**config.mk**
```make
export PLATFORM = sky130hd
export DESIGN_NAME = osel_top
export DESIGN_NICKNAME = d
export VERILOG_FILES = /design/src/inc/osel_pkg.sv /design/src/inc/osel_qclk_if.sv /design/src/hw/osel_top.sv /design/src/hw/osel_div4.sv
export SDC_FILE = /design/constraint.sdc
export NUM_CORES = 1
export LEC_CHECK = 0
export BUFFER_PORTS_ARGS = -buffer_cell sky130_fd_sc_hd__clkbuf_2
export CORE_MARGIN = 2
export CORE_UTILIZATION = 48
export DETAILED_ROUTE_END_ITERATION = 6
export MAX_ROUTING_LAYER = met4
export PLACE_DENSITY = 0.83
export SYNTH_ARGS = -nofsm -noshare
export SYNTH_HDL_FRONTEND = slang
export SYNTH_SLANG_ARGS = --single-unit
```
**constraint.sdc**
```tcl
create_clock -name mclk_i -period 2.87 [get_ports mclk_i]
set_clock_uncertainty 0.2 [all_clocks]
set_input_delay 0 -clock mclk_i [delete_from_list [all_inputs] [get_ports mclk_i]]
set_output_delay 0 -clock mclk_i [all_outputs]
set_load 0.01 [all_outputs]
```
**src/inc/osel_pkg.sv**
```systemverilog
// constants and types of the oscillator source enable logic
package osel_pkg;
   // ------------------------------------------------------------
   // register map (byte addresses, low address bits decoded)
   // ------------------------------------------------------------
   localparam logic [7:0] CFG_OFS = 8'h00;
   localparam logic [7:0] CTRL_OFS = 8'h04;
   localparam logic [7:0] STAT_OFS = 8'h08;
   localparam logic [31:0] RD_ZERO = 32'h0000_0000;

   // ------------------------------------------------------------
   // field positions
   // ------------------------------------------------------------
   localparam int CFG_MODE_LSB = 0;
   localparam int CFG_SWCTL_BIT = 4;
   localparam int CFG_TWOSPD_BIT = 5;
   localparam int CFG_FSCM_BIT = 6;
   localparam int CFG_PWRTN_BIT = 7;
   localparam int CFG_WDTHW_BIT = 8;
   localparam int CTRL_CSS_LSB = 0;
   localparam int CTRL_IFS_LSB = 2;
   localparam int CTRL_RUN_BIT = 5;
   localparam int CTRL_SEC_BIT = 6;
   localparam int CTRL_SSFF_BIT = 7;
   localparam int CTRL_WDTSW_BIT = 8;
   localparam int CFG_W = 9;
   localparam int CTRL_W = 9;

   // ------------------------------------------------------------
   // reset values
   // ------------------------------------------------------------
   localparam logic [8:0] CFG_RST = 9'h080;   // low gain crystal, power-up timer off
   localparam logic [8:0] CTRL_RST = 9'h02C;  // primary selected, 1 MHz, primary run

   // ------------------------------------------------------------
   // encodings
   // ------------------------------------------------------------
   typedef enum logic [3:0] {
      low_gain_crystal_mode,
      mid_gain_crystal_mode,
      high_gain_crystal_mode,
      rc_io_mode,
      rc_qclk_mode,
      ext_logic_clock_mode_low,
      ext_logic_clock_mode_mid,
      ext_logic_clock_mode_high,
      ext_logic_clock_qclk_low,
      ext_logic_clock_qclk_mid,
      ext_logic_clock_qclk_high,
      internal_io_mode,
      internal_qclk_mode
   } osel_mode_t;

   localparam logic [1:0] CSS_PRIMARY = 2'h0;
   localparam logic [1:0] CSS_SECONDARY = 2'h1;
   localparam int CSS_INTERNAL_BIT = 1;
   localparam logic [2:0] IFS_SLOW = 3'h0;
   localparam logic [1:0] GAIN_OFF = 2'h0;
   localparam logic [1:0] GAIN_LOW = 2'h1;
   localparam logic [1:0] GAIN_MID = 2'h2;
   localparam logic [1:0] GAIN_HIGH = 2'h3;
   localparam int PS_W = 9;

   // postscaler mask: output tick every (mask+1) fast oscillator ticks
   function automatic logic [8:0] ps_mask(input logic [2:0] ifs);
      case (ifs)
         3'h7: ps_mask = 9'h000;   // 16 MHz
         3'h6: ps_mask = 9'h001;   // 8 MHz
         3'h5: ps_mask = 9'h003;   // 4 MHz
         3'h4: ps_mask = 9'h007;   // 2 MHz
         3'h3: ps_mask = 9'h00F;   // 1 MHz
         3'h2: ps_mask = 9'h01F;   // 500 kHz
         3'h1: ps_mask = 9'h03F;   // 250 kHz
         default: ps_mask = 9'h1FF; // 31 kHz
      endcase
   endfunction
endpackage

```
**src/inc/osel_qclk_if.sv**
```systemverilog
// carrier between the clock core and the quarter divider
`timescale 1ns/1ps
interface osel_qclk_if;
   logic tick;
   logic qclk;
   modport core (output tick, input qclk);
   modport div (input tick, output qclk);
endinterface

```
**src/hw/osel_top.sv**
```systemverilog
// oscillator source enable logic with its register slave
//
// Chosen here: the AHB-Lite register port and the address map.
`timescale 1ns/1ps
module osel_top #(
   parameter int FAST_SETTLE_CYC = 16
) (
   input wire logic mclk_i,
   input wire logic rst_b_i,
   input wire logic hsel_i,
   input wire logic [31:0] haddr_i,
   input wire logic [1:0] htrans_i,
   input wire logic hwrite_i,
   input wire logic [2:0] hsize_i,
   input wire logic [31:0] hwdata_i,
   input wire logic hready_i,
   output logic [31:0] hrdata_o,
   output logic hreadyout_o,
   output logic hresp_o,
   input wire logic osc_in_i,
   input wire logic sec_osc_tick_i,
   input wire logic slow_osc_tick_i,
   input wire logic fast_osc_tick_i,
   input wire logic gpio_out_i,
   input wire logic gpio_oe_b_i,
   output logic osc_out_o,
   output logic osc_out_oe_b_o,
   output logic osc_in_is_gpio_o,
   output logic primary_osc_en_o,
   output logic [1:0] amp_gain_o,
   output logic sec_osc_en_o,
   output logic slow_osc_en_o,
   output logic fast_osc_en_o,
   output logic slow_timers_tick_o,
   output logic sys_tick_o,
   output osel_pkg::osel_mode_t primary_osc_mode_o
);
   import osel_pkg::*;

   // ------------------------------------------------------------
   // reset release
   // ------------------------------------------------------------
   logic [1:0] rst_sync;
   logic rst_b;

   // async assert, release through two flops
   always_ff @(posedge mclk_i or negedge rst_b_i) begin
      if (!rst_b_i) begin
         rst_sync <= 2'h0;
      end else begin
         rst_sync <= {rst_sync[0], 1'b1};
      end
   end
   assign rst_b = rst_sync[1];

   // ------------------------------------------------------------
   // ahb-lite slave
   // ------------------------------------------------------------
   logic [CFG_W-1:0] cfg;
   logic [CTRL_W-1:0] ctrl;
   logic [31:0] stat;
   logic wr_pend;
   logic rd_pend;
   logic [7:0] dp_addr;
   logic addr_ok;

   // only whole-word single transfers are expected; others still answer okay
   assign addr_ok = hsel_i && hready_i && htrans_i[1];
   assign hresp_o = 1'b0;
   // reads take one wait state so data always comes from a flop
   assign hreadyout_o = !rd_pend;

   // data-phase bookkeeping
   always_ff @(posedge mclk_i or negedge rst_b) begin
      if (!rst_b) begin
         wr_pend <= 1'b0;
         rd_pend <= 1'b0;
         dp_addr <= 8'h00;
      end else begin
         wr_pend <= addr_ok && hwrite_i;
         rd_pend <= addr_ok && !hwrite_i;
         if (addr_ok) begin
            dp_addr <= haddr_i[7:0];
         end
      end
   end

   // read data captured in the wait cycle, after any earlier write landed
   always_ff @(posedge mclk_i or negedge rst_b) begin
      if (!rst_b) begin
         hrdata_o <= RD_ZERO;
      end else if (rd_pend) begin
         case (dp_addr)
            CFG_OFS: hrdata_o <= {{(32-CFG_W){1'b0}}, cfg};
            CTRL_OFS: hrdata_o <= {{(32-CTRL_W){1'b0}}, ctrl};
            STAT_OFS: hrdata_o <= stat;
            default: hrdata_o <= RD_ZERO;
         endcase
      end
   end

   // reset to primary
   // software-written registers; unmapped writes are dropped
   always_ff @(posedge mclk_i or negedge rst_b) begin
      if (!rst_b) begin
         cfg <= CFG_RST;
         ctrl <= CTRL_RST;
      end else if (wr_pend) begin
         if (dp_addr == CFG_OFS) begin
            cfg <= hwdata_i[CFG_W-1:0];
         end
         if (dp_addr == CTRL_OFS) begin
            ctrl <= hwdata_i[CTRL_W-1:0];
         end
      end
   end

   // ------------------------------------------------------------
   // configuration decode
   // ------------------------------------------------------------
   osel_mode_t mode;
   logic [1:0] css;
   logic [2:0] ifs;
   logic sw_allow, run_bit, two_spd, fscm, pwrt_n, wdt_hw, wdt_sw, ssff;
   logic mode_int, mode_rc, mode_ext_clk, mode_qclk, use_internal, slow_pick, int_use;

   assign mode = osel_mode_t'(cfg[CFG_MODE_LSB +: 4]);
   assign primary_osc_mode_o = mode;
   assign sw_allow = cfg[CFG_SWCTL_BIT];
   assign two_spd = cfg[CFG_TWOSPD_BIT];
   assign fscm = cfg[CFG_FSCM_BIT];
   assign pwrt_n = cfg[CFG_PWRTN_BIT];
   assign wdt_hw = cfg[CFG_WDTHW_BIT];
   assign css = ctrl[CTRL_CSS_LSB +: 2];
   assign ifs = ctrl[CTRL_IFS_LSB +: 3];
   assign run_bit = ctrl[CTRL_RUN_BIT];
   assign ssff = ctrl[CTRL_SSFF_BIT];
   assign wdt_sw = ctrl[CTRL_WDTSW_BIT];

   assign mode_int = (mode == internal_io_mode) || (mode == internal_qclk_mode);
   assign mode_rc = (mode == rc_io_mode) || (mode == rc_qclk_mode);
   assign mode_ext_clk = (mode >= ext_logic_clock_mode_low) && (mode <= ext_logic_clock_qclk_high);
   assign mode_qclk = (mode == rc_qclk_mode) || (mode == internal_qclk_mode) ||
                      (mode >= ext_logic_clock_qclk_low && mode <= ext_logic_clock_qclk_high);

   assign use_internal = css[CSS_INTERNAL_BIT] || (css == CSS_PRIMARY && mode_int);
   assign slow_pick = (ifs == IFS_SLOW) && !ssff;
   assign int_use = css[CSS_INTERNAL_BIT] || mode_int || two_spd;

   // ------------------------------------------------------------
   // oscillator enables (registered outputs)
   // ------------------------------------------------------------
   logic prim_sel, next_prim_en, next_slow_en, next_fast_en;
   logic [1:0] next_gain;

   assign prim_sel = (css == CSS_PRIMARY) && !mode_int;

   always_comb begin
      // never stop a running primary or internal system clock
      next_prim_en = !mode_int && (prim_sel || !sw_allow || run_bit);
      next_slow_en = !pwrt_n || wdt_hw || wdt_sw || fscm || (slow_pick && int_use);
      next_fast_en = !slow_pick && (int_use || fscm);
      case (mode)
         low_gain_crystal_mode: next_gain = GAIN_LOW;
         mid_gain_crystal_mode: next_gain = GAIN_MID;
         high_gain_crystal_mode: next_gain = GAIN_HIGH;
         default: next_gain = GAIN_OFF;
      endcase
   end

   always_ff @(posedge mclk_i or negedge rst_b) begin
      if (!rst_b) begin
         primary_osc_en_o <= 1'b0;
         sec_osc_en_o <= 1'b0;
         slow_osc_en_o <= 1'b0;
         fast_osc_en_o <= 1'b0;
         amp_gain_o <= GAIN_OFF;
      end else begin
         primary_osc_en_o <= next_prim_en;
         sec_osc_en_o <= ctrl[CTRL_SEC_BIT];
         slow_osc_en_o <= next_slow_en;
         fast_osc_en_o <= next_fast_en;
         amp_gain_o <= next_gain;
      end
   end

   // ------------------------------------------------------------
   // fast oscillator settle and postscaler
   // ------------------------------------------------------------
   localparam int SETTLE_W = $clog2(FAST_SETTLE_CYC + 1);
   localparam logic [SETTLE_W-1:0] SETTLE_END = SETTLE_W'(FAST_SETTLE_CYC);
   logic [SETTLE_W-1:0] settle_cnt;
   logic fast_stable;
   logic [PS_W-1:0] ps_cnt;
   logic ps_tick;

   // stable after enable has held for the settle time
   always_ff @(posedge mclk_i or negedge rst_b) begin
      if (!rst_b) begin
         settle_cnt <= '0;
         fast_stable <= 1'b0;
      end else if (!fast_osc_en_o) begin
         settle_cnt <= '0;
         fast_stable <= 1'b0;
      end else if (settle_cnt != SETTLE_END) begin
         settle_cnt <= settle_cnt + 1'b1;
      end else begin
         fast_stable <= 1'b1;
      end
   end

   always_ff @(posedge mclk_i or negedge rst_b) begin
      if (!rst_b) begin
         ps_cnt <= '0;
      end else if (fast_osc_tick_i && fast_osc_en_o) begin
         ps_cnt <= ps_cnt + 1'b1;
      end
   end
   assign ps_tick = fast_osc_tick_i && fast_osc_en_o && ((ps_cnt & ps_mask(ifs)) == ps_mask(ifs));

   // ------------------------------------------------------------
   // active source and quarter clock
   // ------------------------------------------------------------
   logic osc_in_q, prim_tick, int_tick, act_tick;
   osel_qclk_if q_if ();

   always_ff @(posedge mclk_i or negedge rst_b) begin
      if (!rst_b) begin
         osc_in_q <= 1'b0;
      end else begin
         osc_in_q <= osc_in_i;
      end
   end
   // rising edge of the external crystal, rc or logic clock
   assign prim_tick = osc_in_i && !osc_in_q && primary_osc_en_o;
   // internal clock: 31 kHz slow oscillator, else the fast postscaler output at the IFS rate
   assign int_tick = slow_pick ? (slow_osc_tick_i && slow_osc_en_o) : ps_tick;

   always_comb begin
      if (use_internal) begin
         act_tick = int_tick;
      end else if (css == CSS_SECONDARY) begin
         act_tick = sec_osc_tick_i && sec_osc_en_o;
      end else begin
         act_tick = prim_tick;
      end
   end

   assign q_if.tick = act_tick;

   osel_div4 u_div4 (
      .clk_i(mclk_i),
      .rst_b_i(rst_b),
      .q_if(q_if.div)
   );

   always_ff @(posedge mclk_i or negedge rst_b) begin
      if (!rst_b) begin
         osc_out_o <= 1'b0;
         osc_out_oe_b_o <= 1'b1;
         osc_in_is_gpio_o <= 1'b0;
         sys_tick_o <= 1'b0;
         slow_timers_tick_o <= 1'b0;
      end else begin
         osc_out_o <= mode_qclk ? q_if.qclk : gpio_out_i;
         osc_out_oe_b_o <= mode_qclk ? 1'b0 : gpio_oe_b_i;
         osc_in_is_gpio_o <= mode_int;
         sys_tick_o <= act_tick;
         // slow clock for timers and monitor
         slow_timers_tick_o <= slow_osc_tick_i && slow_osc_en_o;
      end
   end

   // status word
   assign stat = {25'h0000000, amp_gain_o, sec_osc_en_o, primary_osc_en_o,
                  fast_osc_en_o, slow_osc_en_o, fast_stable};
endmodule // osel_top

```
**src/hw/osel_div4.sv**
```systemverilog
// free-running divide-by-four of the active oscillator ticks
`timescale 1ns/1ps
module osel_div4 (
   input wire logic clk_i,
   input wire logic rst_b_i,
   osel_qclk_if.div q_if
);
   logic [1:0] cnt;

   // ------------------------------------------------------------
   // divider
   // ------------------------------------------------------------
   // glitch-free divider
   // msb of a 2-bit counter: two ticks high, two low, from a flop
   always_ff @(posedge clk_i or negedge rst_b_i) begin
      if (!rst_b_i) begin
         cnt <= 2'h0;
      end else if (q_if.tick) begin
         cnt <= cnt + 2'h1;
      end
   end

   assign q_if.qclk = cnt[1];
endmodule // osel_div4

```
==> run_results.csv, run 1 <==
group,metric,value,unit
status,status,"complete, but fails checks",
status,violations,"design-rule violations",
yosys,synthDominantAreaCellType,"dfrtp_1",
yosys,yosys-top-cells-area,"dfrtp_1, mux2_2, buf_4",
power_and_ir_drop,leakagePower,1.85,nW
worst_setup_path,r2r_start,"dp_addr[5]",
yosys,muxShareOfSynthArea,13.0,%
timing,drv_slew,0,
yosys,synthSimpleGateAreaFrac,12.4,%
clock_tree,cts_tree,"yes",
worst_setup_path,r2r_slack,0.84,ns
timing,holdWs,0.0609,ns
clock_tree,cts_sinks,68,
cells_and_area,final_core_util,61.0,%
timing,setup_viol,0,
timing,hold_viol_final,0,
worst_setup_path,path_class,"flop to flop",
timing,fin_crit,2.03,ns
place,globalplace.congestion,0.846,
worst_setup_path,cp.arrival,2.05,ns
place,placed_cell_area,0.00342,mm^2
clock_tree,htree_levels,3,
timing,clock.fmax,0.492,GHz
timing,tightest_slew,0.829,ns
cells_and_area,stdcell_area,0.00392,mm^2
global_routing,antenna_found_initial,0,
detailed_routing,wire_per_inst,15.7,um
detailed_routing,drtPass1Iterations,7,
cells_and_area,diodes,0,
floorplan,die_x,85.7,um
worst_setup_path,path_max_fanout,9,
detailed_routing,ant_nets,0,
place,dp_hpwl,4560,um
yosys,ys_ff_latch,68,
cells_and_area,fillers,491,
worst_setup_path,worstPathRequired,2.89,ns
yosys,synth_top_flop_cell,"dfrtp_1",
cells_and_area,synthToLayoutAreaGrowth,22.2,%
cells_and_area,nNetsFinal,427,
yosys,avgSynthCellArea,12.3,um^2
floorplan,initial_utilization,49.9,%
yosys,synthCells,260,
yosys,yosysSeqAreaShare,53.3,%
floorplan,die_area,0.00735,mm^2
cells_and_area,drive_gt1_share,34.1,%
yosys,syn_area,0.00321,mm^2
worst_setup_path,endpoint_kind,"flop",
clock_tree,ctsHoldBuffers,29,
global_routing,grt_pass1_vias,2320,
clock_tree,cts-root-buf,"clkbuf_8",
yosys,synth.distinct_cells,53,
place,port_buffers,53,
detailed_routing,wl,6690,um
clock_tree,clk_pin_slew,0.08,ns
worst_setup_path,startpoint_type,"flop",
yosys,synthAdderAreaFrac,1.48,%
yosys,yosysTopAreaCellShare,49.2,%
floorplan,fp.dieH,85.7,um
worst_setup_path,r2r_cells,5,
min_path,hold_class,"flop to asynchronous set/reset pin",
timing,rsz0062_at_grt,"no",
clock_tree,worstSkewPairLatency,0.34,ns
floorplan,ioPinCount,129,
detailed_routing,remaining_drc_errors,4,
yosys,synth-edff-count,0,
clock_tree,cts_setup_buffers,0,
timing,fin_setup_tns,0,ns
worst_setup_path,regToRegEndpoint,"cfg[5]",
detailed_routing,vias,2200,
cells_and_area,layout_commonest_cell,"dfrtp_1",
global_routing,grt_max_degree,27,
floorplan,num_rows,29,
detailed_routing,dr.first_iter.drc_count,106,
power_and_ir_drop,vdd_drop_max,0.000617,V
clock_tree,postCtsResizedCells,0,
clock_tree,cts-buffers-inserted,9,
timing,max_slew_margin,44.7,%
timing,fin_crit_sh,70.9,%
global_routing,grt_pass1_wl,11300,um
yosys,yosysWarnings,0,
global_routing,grt_usage,20.8,%
cells_and_area,layout_common_cells,"dfrtp_1, clkbuf_2, dlygate4sd3_1, mux2_2, conb_1",
yosys,synthArstFlopShare,100,%
clock_tree,clockBufferDepth,2,
detailed_routing,viasPerCell,5.16,
power_and_ir_drop,power,2.45,mW
floorplan,core,0.00642,mm^2
yosys,synth_top_family_by_area,"multiplexers",
yosys,yosys.area_share.xor_xnor,4.10,%
power_and_ir_drop,p_per_area,624,mW/mm^2
global_routing,overflow,0,
yosys,synth_compound_area_share,7.34,%
job,drv_cap,0,
layout make-up:
cell class | count | area [um^2] | share of cell area (%)
clock buffers | 12 | 155 | 3.96
clock inverters | 4 | 47.5 | 1.21
inverters | 5 | 18.8 | 0.479
multi-input cells | 176 | 1320 | 33.7
flip-flops and latches | 68 | 1710 | 43.6
well taps | 77 | 96.3 | 2.46
repair buffers | 84 | 571 | 14.6
sequential cells by signal, summed over array words and instances (netlist names), 5 cells and up:
register	flops
ps_cnt	9
cfg	9
settle_cnt	5
ctrl	9
hrdata_o	9
dp_addr	8
critical path, cell delays in order (launching register included):
cell and delay [ns]:
dfrtp_1 0.39, nor4_2 0.33, and3b_2 0.30, nand2_2 0.11
nor2_8 0.20, mux2_2 0.38
power by group:
| part | total [mW] | switching, mW | internal (mW) |
|---|---|---|---|
| Clock | 0.799 | 0.353 | 0.446 |
| Combinational | 0.404 | 0.185 | 0.219 |
| Sequential | 1.24 | 0.157 | 1.09 |
synth_stat cells, drive strengths merged (2+ instances only):
library cell   n
clkbuf         2
xor2           4
nor3           3
conb           2
nor2b          2
mux2          28
xnor2         11
nand3         11
mux2i         10
ha             3
o21ai          3
o2bb2ai        9
nand4          2
a21oi         10
nor2          17
buf           32
and2           5
nor4           3
nand2         12
dfstp          5
inv            5
dfrtp         63
through the flow:
stage	instances	setup slack, ns
global route	426	0.779
global placement	381	0.942
detailed placement	381	0.882
CTS	426	0.865
finish	426	0.836
floorplan	283	0.645
layer usage:
metal,global-route usage (%),up-vias,wire length (um)
met1,25.1,1102,2800
met4,6.93,0,101
li1,-,1021,-
met3,5.97,10,345
met5,-,-,0
met2,33.9,67,3450
worst max path at each step:
stage	startpoint	end	slack [ns]
floorplan	rst_sync[1]	amp_gain_o[0]	0.64
detailed placement	dp_addr[5]	cfg[5]	0.88
global route	dp_addr[5]	cfg[5]	0.78
CTS	dp_addr[5]	cfg[5]	0.86
global placement	dp_addr[5]	cfg[6]	0.94
finish	dp_addr[5]	cfg[5]	0.84
logic make-up after synthesis:
family,after synthesis
AO/OA/AOI/OAI,30
XOR/XNOR,15
adder cells (fa/ha/maj),4
buffers and inverters,39
flip-flops,68
multiplexers,38
other,2
AND/OR/NAND/NOR,64
Power figures use the tool's default switching activity.
==> run 2, diff against run 1 <==
==> constraint.sdc (replaced) <==
create_clock -name mclk_i -period 2 [get_ports mclk_i]
set_clock_uncertainty 0.2 [all_clocks]
set_input_delay 0 -clock mclk_i [delete_from_list [all_inputs] [get_ports mclk_i]]
set_output_delay 0 -clock mclk_i [all_outputs]
set_load 0.01 [all_outputs]
==> run 2 against run 1 <==
Net effect:
- the flow still finishes with violations (design-rule violations)
- total power increased by 45%
- cell count up 1.4%
- register-to-register slack lost 0.76 ns
- count of clock-buffer cells in the layout unchanged
- wire length grew 1.7%
- worst setup slack worse by 0.76 ns
- flip-flop and latch count unchanged
- largest cell class unchanged
- largest power group unchanged
==> run_results.csv, run 2 (same netlist as run 1, synthesis figures left out) <==
group,metric,value,unit
clock_tree,cts-root-buf,"clkbuf_8",
floorplan,num_rows,29,
timing,clock.fmax,0.521,GHz
worst_setup_path,path_class,"flop to flop",
timing,drv_slew,0,
floorplan,fp.dieH,85.7,um
timing,fin_crit_sh,96.0,%
job,drv_cap,0,
detailed_routing,drtPass1Iterations,7,
power_and_ir_drop,vdd_drop_max,0.000681,V
detailed_routing,wire_per_inst,15.8,um
floorplan,core,0.00642,mm^2
cells_and_area,layout_common_cells,"dfrtp_1, clkbuf_2, dlygate4sd3_1, mux2_2, conb_1",
place,port_buffers,53,
cells_and_area,synthToLayoutAreaGrowth,24.4,%
min_path,hold_class,"flop to asynchronous set/reset pin",
floorplan,die_x,85.7,um
timing,rsz0062_at_grt,"no",
status,violations,"design-rule violations",
floorplan,ioPinCount,129,
timing,fin_setup_tns,0,ns
detailed_routing,remaining_drc_errors,4,
detailed_routing,dr.first_iter.drc_count,101,
status,status,"complete, but fails checks",
cells_and_area,drive_gt1_share,35.2,%
clock_tree,clk_pin_slew,0.07,ns
place,dp_hpwl,4670,um
clock_tree,cts_setup_buffers,0,
global_routing,grt_pass1_vias,2402,
clock_tree,cts_tree,"yes",
clock_tree,cts-buffers-inserted,9,
timing,fin_crit,1.92,ns
clock_tree,cts_sinks,68,
global_routing,grt_pass1_wl,11500,um
cells_and_area,nNetsFinal,433,
worst_setup_path,startpoint_type,"flop",
worst_setup_path,path_max_fanout,5,
detailed_routing,vias,2268,
timing,hold_viol_final,0,
global_routing,overflow,0,
clock_tree,clockBufferDepth,2,
global_routing,antenna_found_initial,0,
floorplan,die_area,0.00735,mm^2
clock_tree,htree_levels,3,
cells_and_area,fillers,515,
global_routing,grt_max_degree,67,
worst_setup_path,worstPathRequired,2.03,ns
floorplan,initial_utilization,49.9,%
timing,setup_viol,0,
worst_setup_path,endpoint_kind,"flop",
detailed_routing,viasPerCell,5.25,
power_and_ir_drop,p_per_area,891,mW/mm^2
clock_tree,worstSkewPairLatency,0.35,ns
worst_setup_path,cp.arrival,1.95,ns
timing,holdWs,0.0685,ns
global_routing,grt_usage,21.2,%
power_and_ir_drop,leakagePower,1.88,nW
detailed_routing,ant_nets,0,
cells_and_area,diodes,0,
cells_and_area,layout_commonest_cell,"dfrtp_1",
detailed_routing,wl,6810,um
place,globalplace.congestion,0.801,
-- run 2: cell count changes in the layout (fill, tap and decap cells not counted), sizes merged --
cell / change
buf: +5
nor2: +1
-- run 2: path summary, 6_finish.rpt --
kind,from,to,slack [ns],cells after the start
worst max register to register,dp_addr[5],cfg[4],0.08,5
worst max-delay path,dp_addr[5],cfg[4],0.08,5
worst min-delay path,rst_sync[1],hrdata_o[8],0.07,1
min in group mclk_i,osc_in_i,osc_in_q,0.12,2
max in group asynchronous,rst_b_i,rst_sync[1],1.16,3
worst min register to register,rst_sync[1],hrdata_o[8],0.07,1
-- run 2: area by class of cell --
type / count / area, um^2 / share of cell area [%]
flip-flops and latches: 68 / 1710 / 42.9
multi-input cells: 177 / 1340 / 33.6
repair buffers: 89 / 621 / 15.6
clock buffers: 12 / 155 / 3.89
well taps: 77 / 96.3 / 2.42
clock inverters: 4 / 47.5 / 1.19
inverters: 5 / 18.8 / 0.471
-- run 2: critical path, stage by stage (launching register included) --
cell	delay, ns
dfrtp_1	0.41
nor4_4	0.29
and3b_2	0.25
nand2_2	0.12
nor2_8	0.18
mux2_2	0.35
-- run 2: timing repair --
item	4_1_cts	5_1_grt
endpoints found under the setup margin	0	1
resized for setup	0	1
hold endpoints to repair	43	0
hold buffers	29	0
-- run 2: layer usage --
layer  vias to the layer above  part of all wire (%)  track usage, %
li1                       1035                     -               -
met1                      1136                    42            24.5
met2                        69                    50            33.5
met3                        28                   4.6            5.97
met4                         0                   3.4            11.4
met5                         -                     0               -
-- run 2: where the power goes --
part | internal (mW) | leakage (nW) | switching (mW) | total (mW)
clock network | 0.640 | 0.102 | 0.510 | 1.15
logic | 0.335 | 0.930 | 0.310 | 0.645
registers | 1.56 | 0.848 | 0.200 | 1.76
-- run 2: through the flow --
| step | cells | power (mW) | worst slack, ns | utilization (%) | cell area (um^2) |
|---|---|---|---|---|---|
| 6_report | 432 | 3.55 | 0.0792 | 62.1 | 3990 |
| 5_1_grt | 432 | 3.73 | 0.0239 | 62.1 | 3990 |
| 4_1_cts | 431 | 3.55 | 0.0776 | 61.8 | 3970 |
| 3_5_place_dp | 386 | 2.37 | 0.0880 | 54.1 | 3470 |
| 3_3_place_gp | 386 | 2.32 | 0.122 | 54.1 | 3470 |
| 2_1_floorplan | 283 | 2.20 | 0.196 | - | 3290 |
==> run 3, diff against run 2 <==
--- a/config.mk
+++ b/config.mk
@@ -6,11 +6,12 @@
 export NUM_CORES = 1
 export LEC_CHECK = 0
 export BUFFER_PORTS_ARGS = -buffer_cell sky130_fd_sc_hd__clkbuf_2
-export CORE_MARGIN = 2
+export CORE_MARGIN = 1.5
 export CORE_UTILIZATION = 48
 export DETAILED_ROUTE_END_ITERATION = 6
 export MAX_ROUTING_LAYER = met4
-export PLACE_DENSITY = 0.83
+export PLACE_DENSITY = 0.84
 export SYNTH_ARGS = -nofsm -noshare
 export SYNTH_HDL_FRONTEND = slang
+export SYNTH_HIERARCHICAL = 1
 export SYNTH_SLANG_ARGS = --single-unit
==> run 3 against run 2 <==
Net effect:
- the run now ends clean
- critical path depth unchanged
- via count down 2.3%
- combinational power down 4.2%
- worst hold slack worse by 0.046 ns
- critical endpoint is now u_div4/cnt[0]
==> run_results.csv, run 3 <==
group,metric,value,unit
timing,hold_viol_final,0,
yosys,yosys-top-cells-area,"dfrtp_1, mux2_2, buf_4",
place,port_buffers,53,
yosys,synth.distinct_cells,45,
worst_setup_path,endpoint_kind,"flop",
detailed_routing,ant_nets,0,
floorplan,ioPinCount,129,
clock_tree,cts-buffers-inserted,9,
place,globalplace.congestion,0.809,
cells_and_area,nNetsFinal,434,
global_routing,grt_pass1_vias,2238,
cells_and_area,drive_gt1_share,34.3,%
yosys,synthArstFlopShare,100,%
clock_tree,cts_sinks,68,
cells_and_area,stdcell_count,433,
detailed_routing,wire_per_inst,14.8,um
timing,drv_slew,0,
min_path,hold_class,"flop to asynchronous set/reset pin",
yosys,synth-edff-count,0,
yosys,ys_top_cells_by_count,"dfrtp_1, buf_4, mux2_2",
timing,clock.fmax,0.514,GHz
worst_setup_path,cp.arrival,1.95,ns
yosys,yosysSeqAreaShare,54.6,%
yosys,synth.most_common_cell,"dfrtp_1",
detailed_routing,remaining_drc_errors,0,
detailed_routing,viasPerCell,5.12,
timing,setup_viol,0,
place,placed_cell_area,0.00341,mm^2
power_and_ir_drop,vdd_drop_max,0.000673,V
yosys,yosysTopAreaCellShare,50.4,%
cells_and_area,layout_commonest_cell,"dfrtp_1",
global_routing,antenna_found_initial,0,
cells_and_area,layout_common_cells,"dfrtp_1, clkbuf_2, dlygate4sd3_1, mux2_2, conb_1",
timing,fin_crit_sh,97.2,%
worst_setup_path,path_max_fanout,3,
yosys,ys_ff_latch,68,
job,drv_cap,0,
floorplan,die_area,0.00701,mm^2
place,place_inst,385,
cells_and_area,stdcell_area,0.00400,mm^2
power_and_ir_drop,power,3.68,mW
global_routing,grt_max_degree,47,
floorplan,core,0.00631,mm^2
yosys,synthCells,257,
clock_tree,cts-root-buf,"clkbuf_8",
yosys,syn_area,0.00313,mm^2
place,dp_hpwl,4330,um
global_routing,overflow,0,
yosys,synth_top_flop_cell,"dfrtp_1",
floorplan,die_x,83.7,um
yosys,yosysWarnings,6,
cells_and_area,final_core_util,63.4,%
yosys,synthDominantAreaCellType,"dfrtp_1",
status,status,"finished clean",
floorplan,initial_utilization,49.5,%
worst_setup_path,cp_slowest_cell,"or4_4",
detailed_routing,dr.first_iter.drc_count,136,
floorplan,fp.dieH,83.7,um
worst_setup_path,startpoint_type,"flop",
cells_and_area,diodes,0,
global_routing,grt_usage,19.5,%
clock_tree,clockBufferDepth,2,
worst_setup_path,cp_cell_sequence,"or4_4, o211ai_1, o32ai_2, o32a_1, xor2_1",
floorplan,num_rows,29,
clock_tree,htree_levels,3,
detailed_routing,vias,2216,
global_routing,grt_pass1_wl,10600,um
worst_setup_path,path_class,"flop to flop",
clock_tree,cts_tree,"yes",
yosys,avgSynthCellArea,12.2,um^2
clock_tree,worstSkewPairLatency,0.33,ns
worst_setup_path,worstPathRequired,2.01,ns
worst_setup_path,slowest_delay,0.57,ns
detailed_routing,drtPass1Iterations,4,
power_and_ir_drop,p_per_area,921,mW/mm^2
detailed_routing,wl,6410,um
timing,fin_crit,1.94,ns
clock_tree,clk_pin_slew,0.07,ns
cells_and_area,synthToLayoutAreaGrowth,27.9,%
power_and_ir_drop,leakagePower,1.92,nW
## run 3: layer usage
layer	up-vias	routed length [um]	GRT usage (%)
met3	11	235	3.36
met2	63	3170	29.0
met5	-	0	-
met4	0	118	10.1
met1	1095	2890	25.8
li1	1047	-	-
## run 3: cells by family (layout without fill, tap and decap cells)
kind of cell | count (synthesis) | in the layout | synth area share, %
other cells | 2 | 25 | 0.240
simple gates | 59 | 60 | 10.2
flops | 68 | 68 | 54.6
compound gates | 33 | 33 | 7.84
mux | 38 | 38 | 13.3
fa+ha+maj | 3 | 3 | 1.20
buf+inv | 39 | 114 | 8.36
xor+xnor | 15 | 15 | 4.20
## run 3: worst max-delay path: cells and delay by family, from the launching register on
family	cells	cell delay, ns
and+or+nand+nor	1	0.57
AOI/OAI and AO/OA	3	0.47
DFF	1	0.42
xor gates and xnor gates	1	0.16
## run 3: layout make-up
type	count	area, um^2
Clock buffer	13	169
Clock inverter	3	68.8
Fill cell	486	2310
Inverter	5	18.8
Multi-Input combinational cell	174	1290
Sequential cell	68	1710
Tap cell	77	96.3
Timing Repair Buffer	93	651
## run 3: report_power, final
| group | total [mW] | switching [mW] | internal, mW |
|---|---|---|---|
| Sequential | 1.76 | 0.206 | 1.56 |
| Combinational | 0.618 | 0.285 | 0.332 |
| Clock | 1.30 | 0.493 | 0.808 |
## run 3: per-stage QoR
step | setup WS, ns | hold WS (ns) | TNS, ns
floorplan | 0.157 | -0.496 | 0
finish | 0.0551 | 0.0227 | 0
detailed placement | 0.0224 | -0.411 | 0
global route | -0.000902 | 0.0721 | -0.000902
global placement | 0.0330 | -0.413 | 0
CTS | 0.0134 | 0.0486 | 0
## run 3: worst paths after layout
kind                              from               end  slack [ns]  cells after the start
hold reg to reg            rst_sync[1]  osc_in_is_gpio_o        0.02                      0
setup reg to reg               ctrl[7]     u_div4/cnt[0]        0.06                      5
max in group asynchronous  rst_sync[1]           ctrl[5]        0.93                      1
hold / removal             rst_sync[1]  osc_in_is_gpio_o        0.02                      0
setup / recovery               ctrl[7]     u_div4/cnt[0]        0.06                      5
min in group mclk_i        htrans_i[1]        dp_addr[0]        0.11                      3
## run 3: repair_timing
| action | 4_1_cts | 5_1_grt |
|---|---|---|
| resized for setup | 0 | 6 |
| setup endpoints to repair | 0 | 19 |
| endpoints found under the hold margin | 36 | 0 |
| hold buffers | 29 | 0 |
| buffers inserted | 0 | 2 |
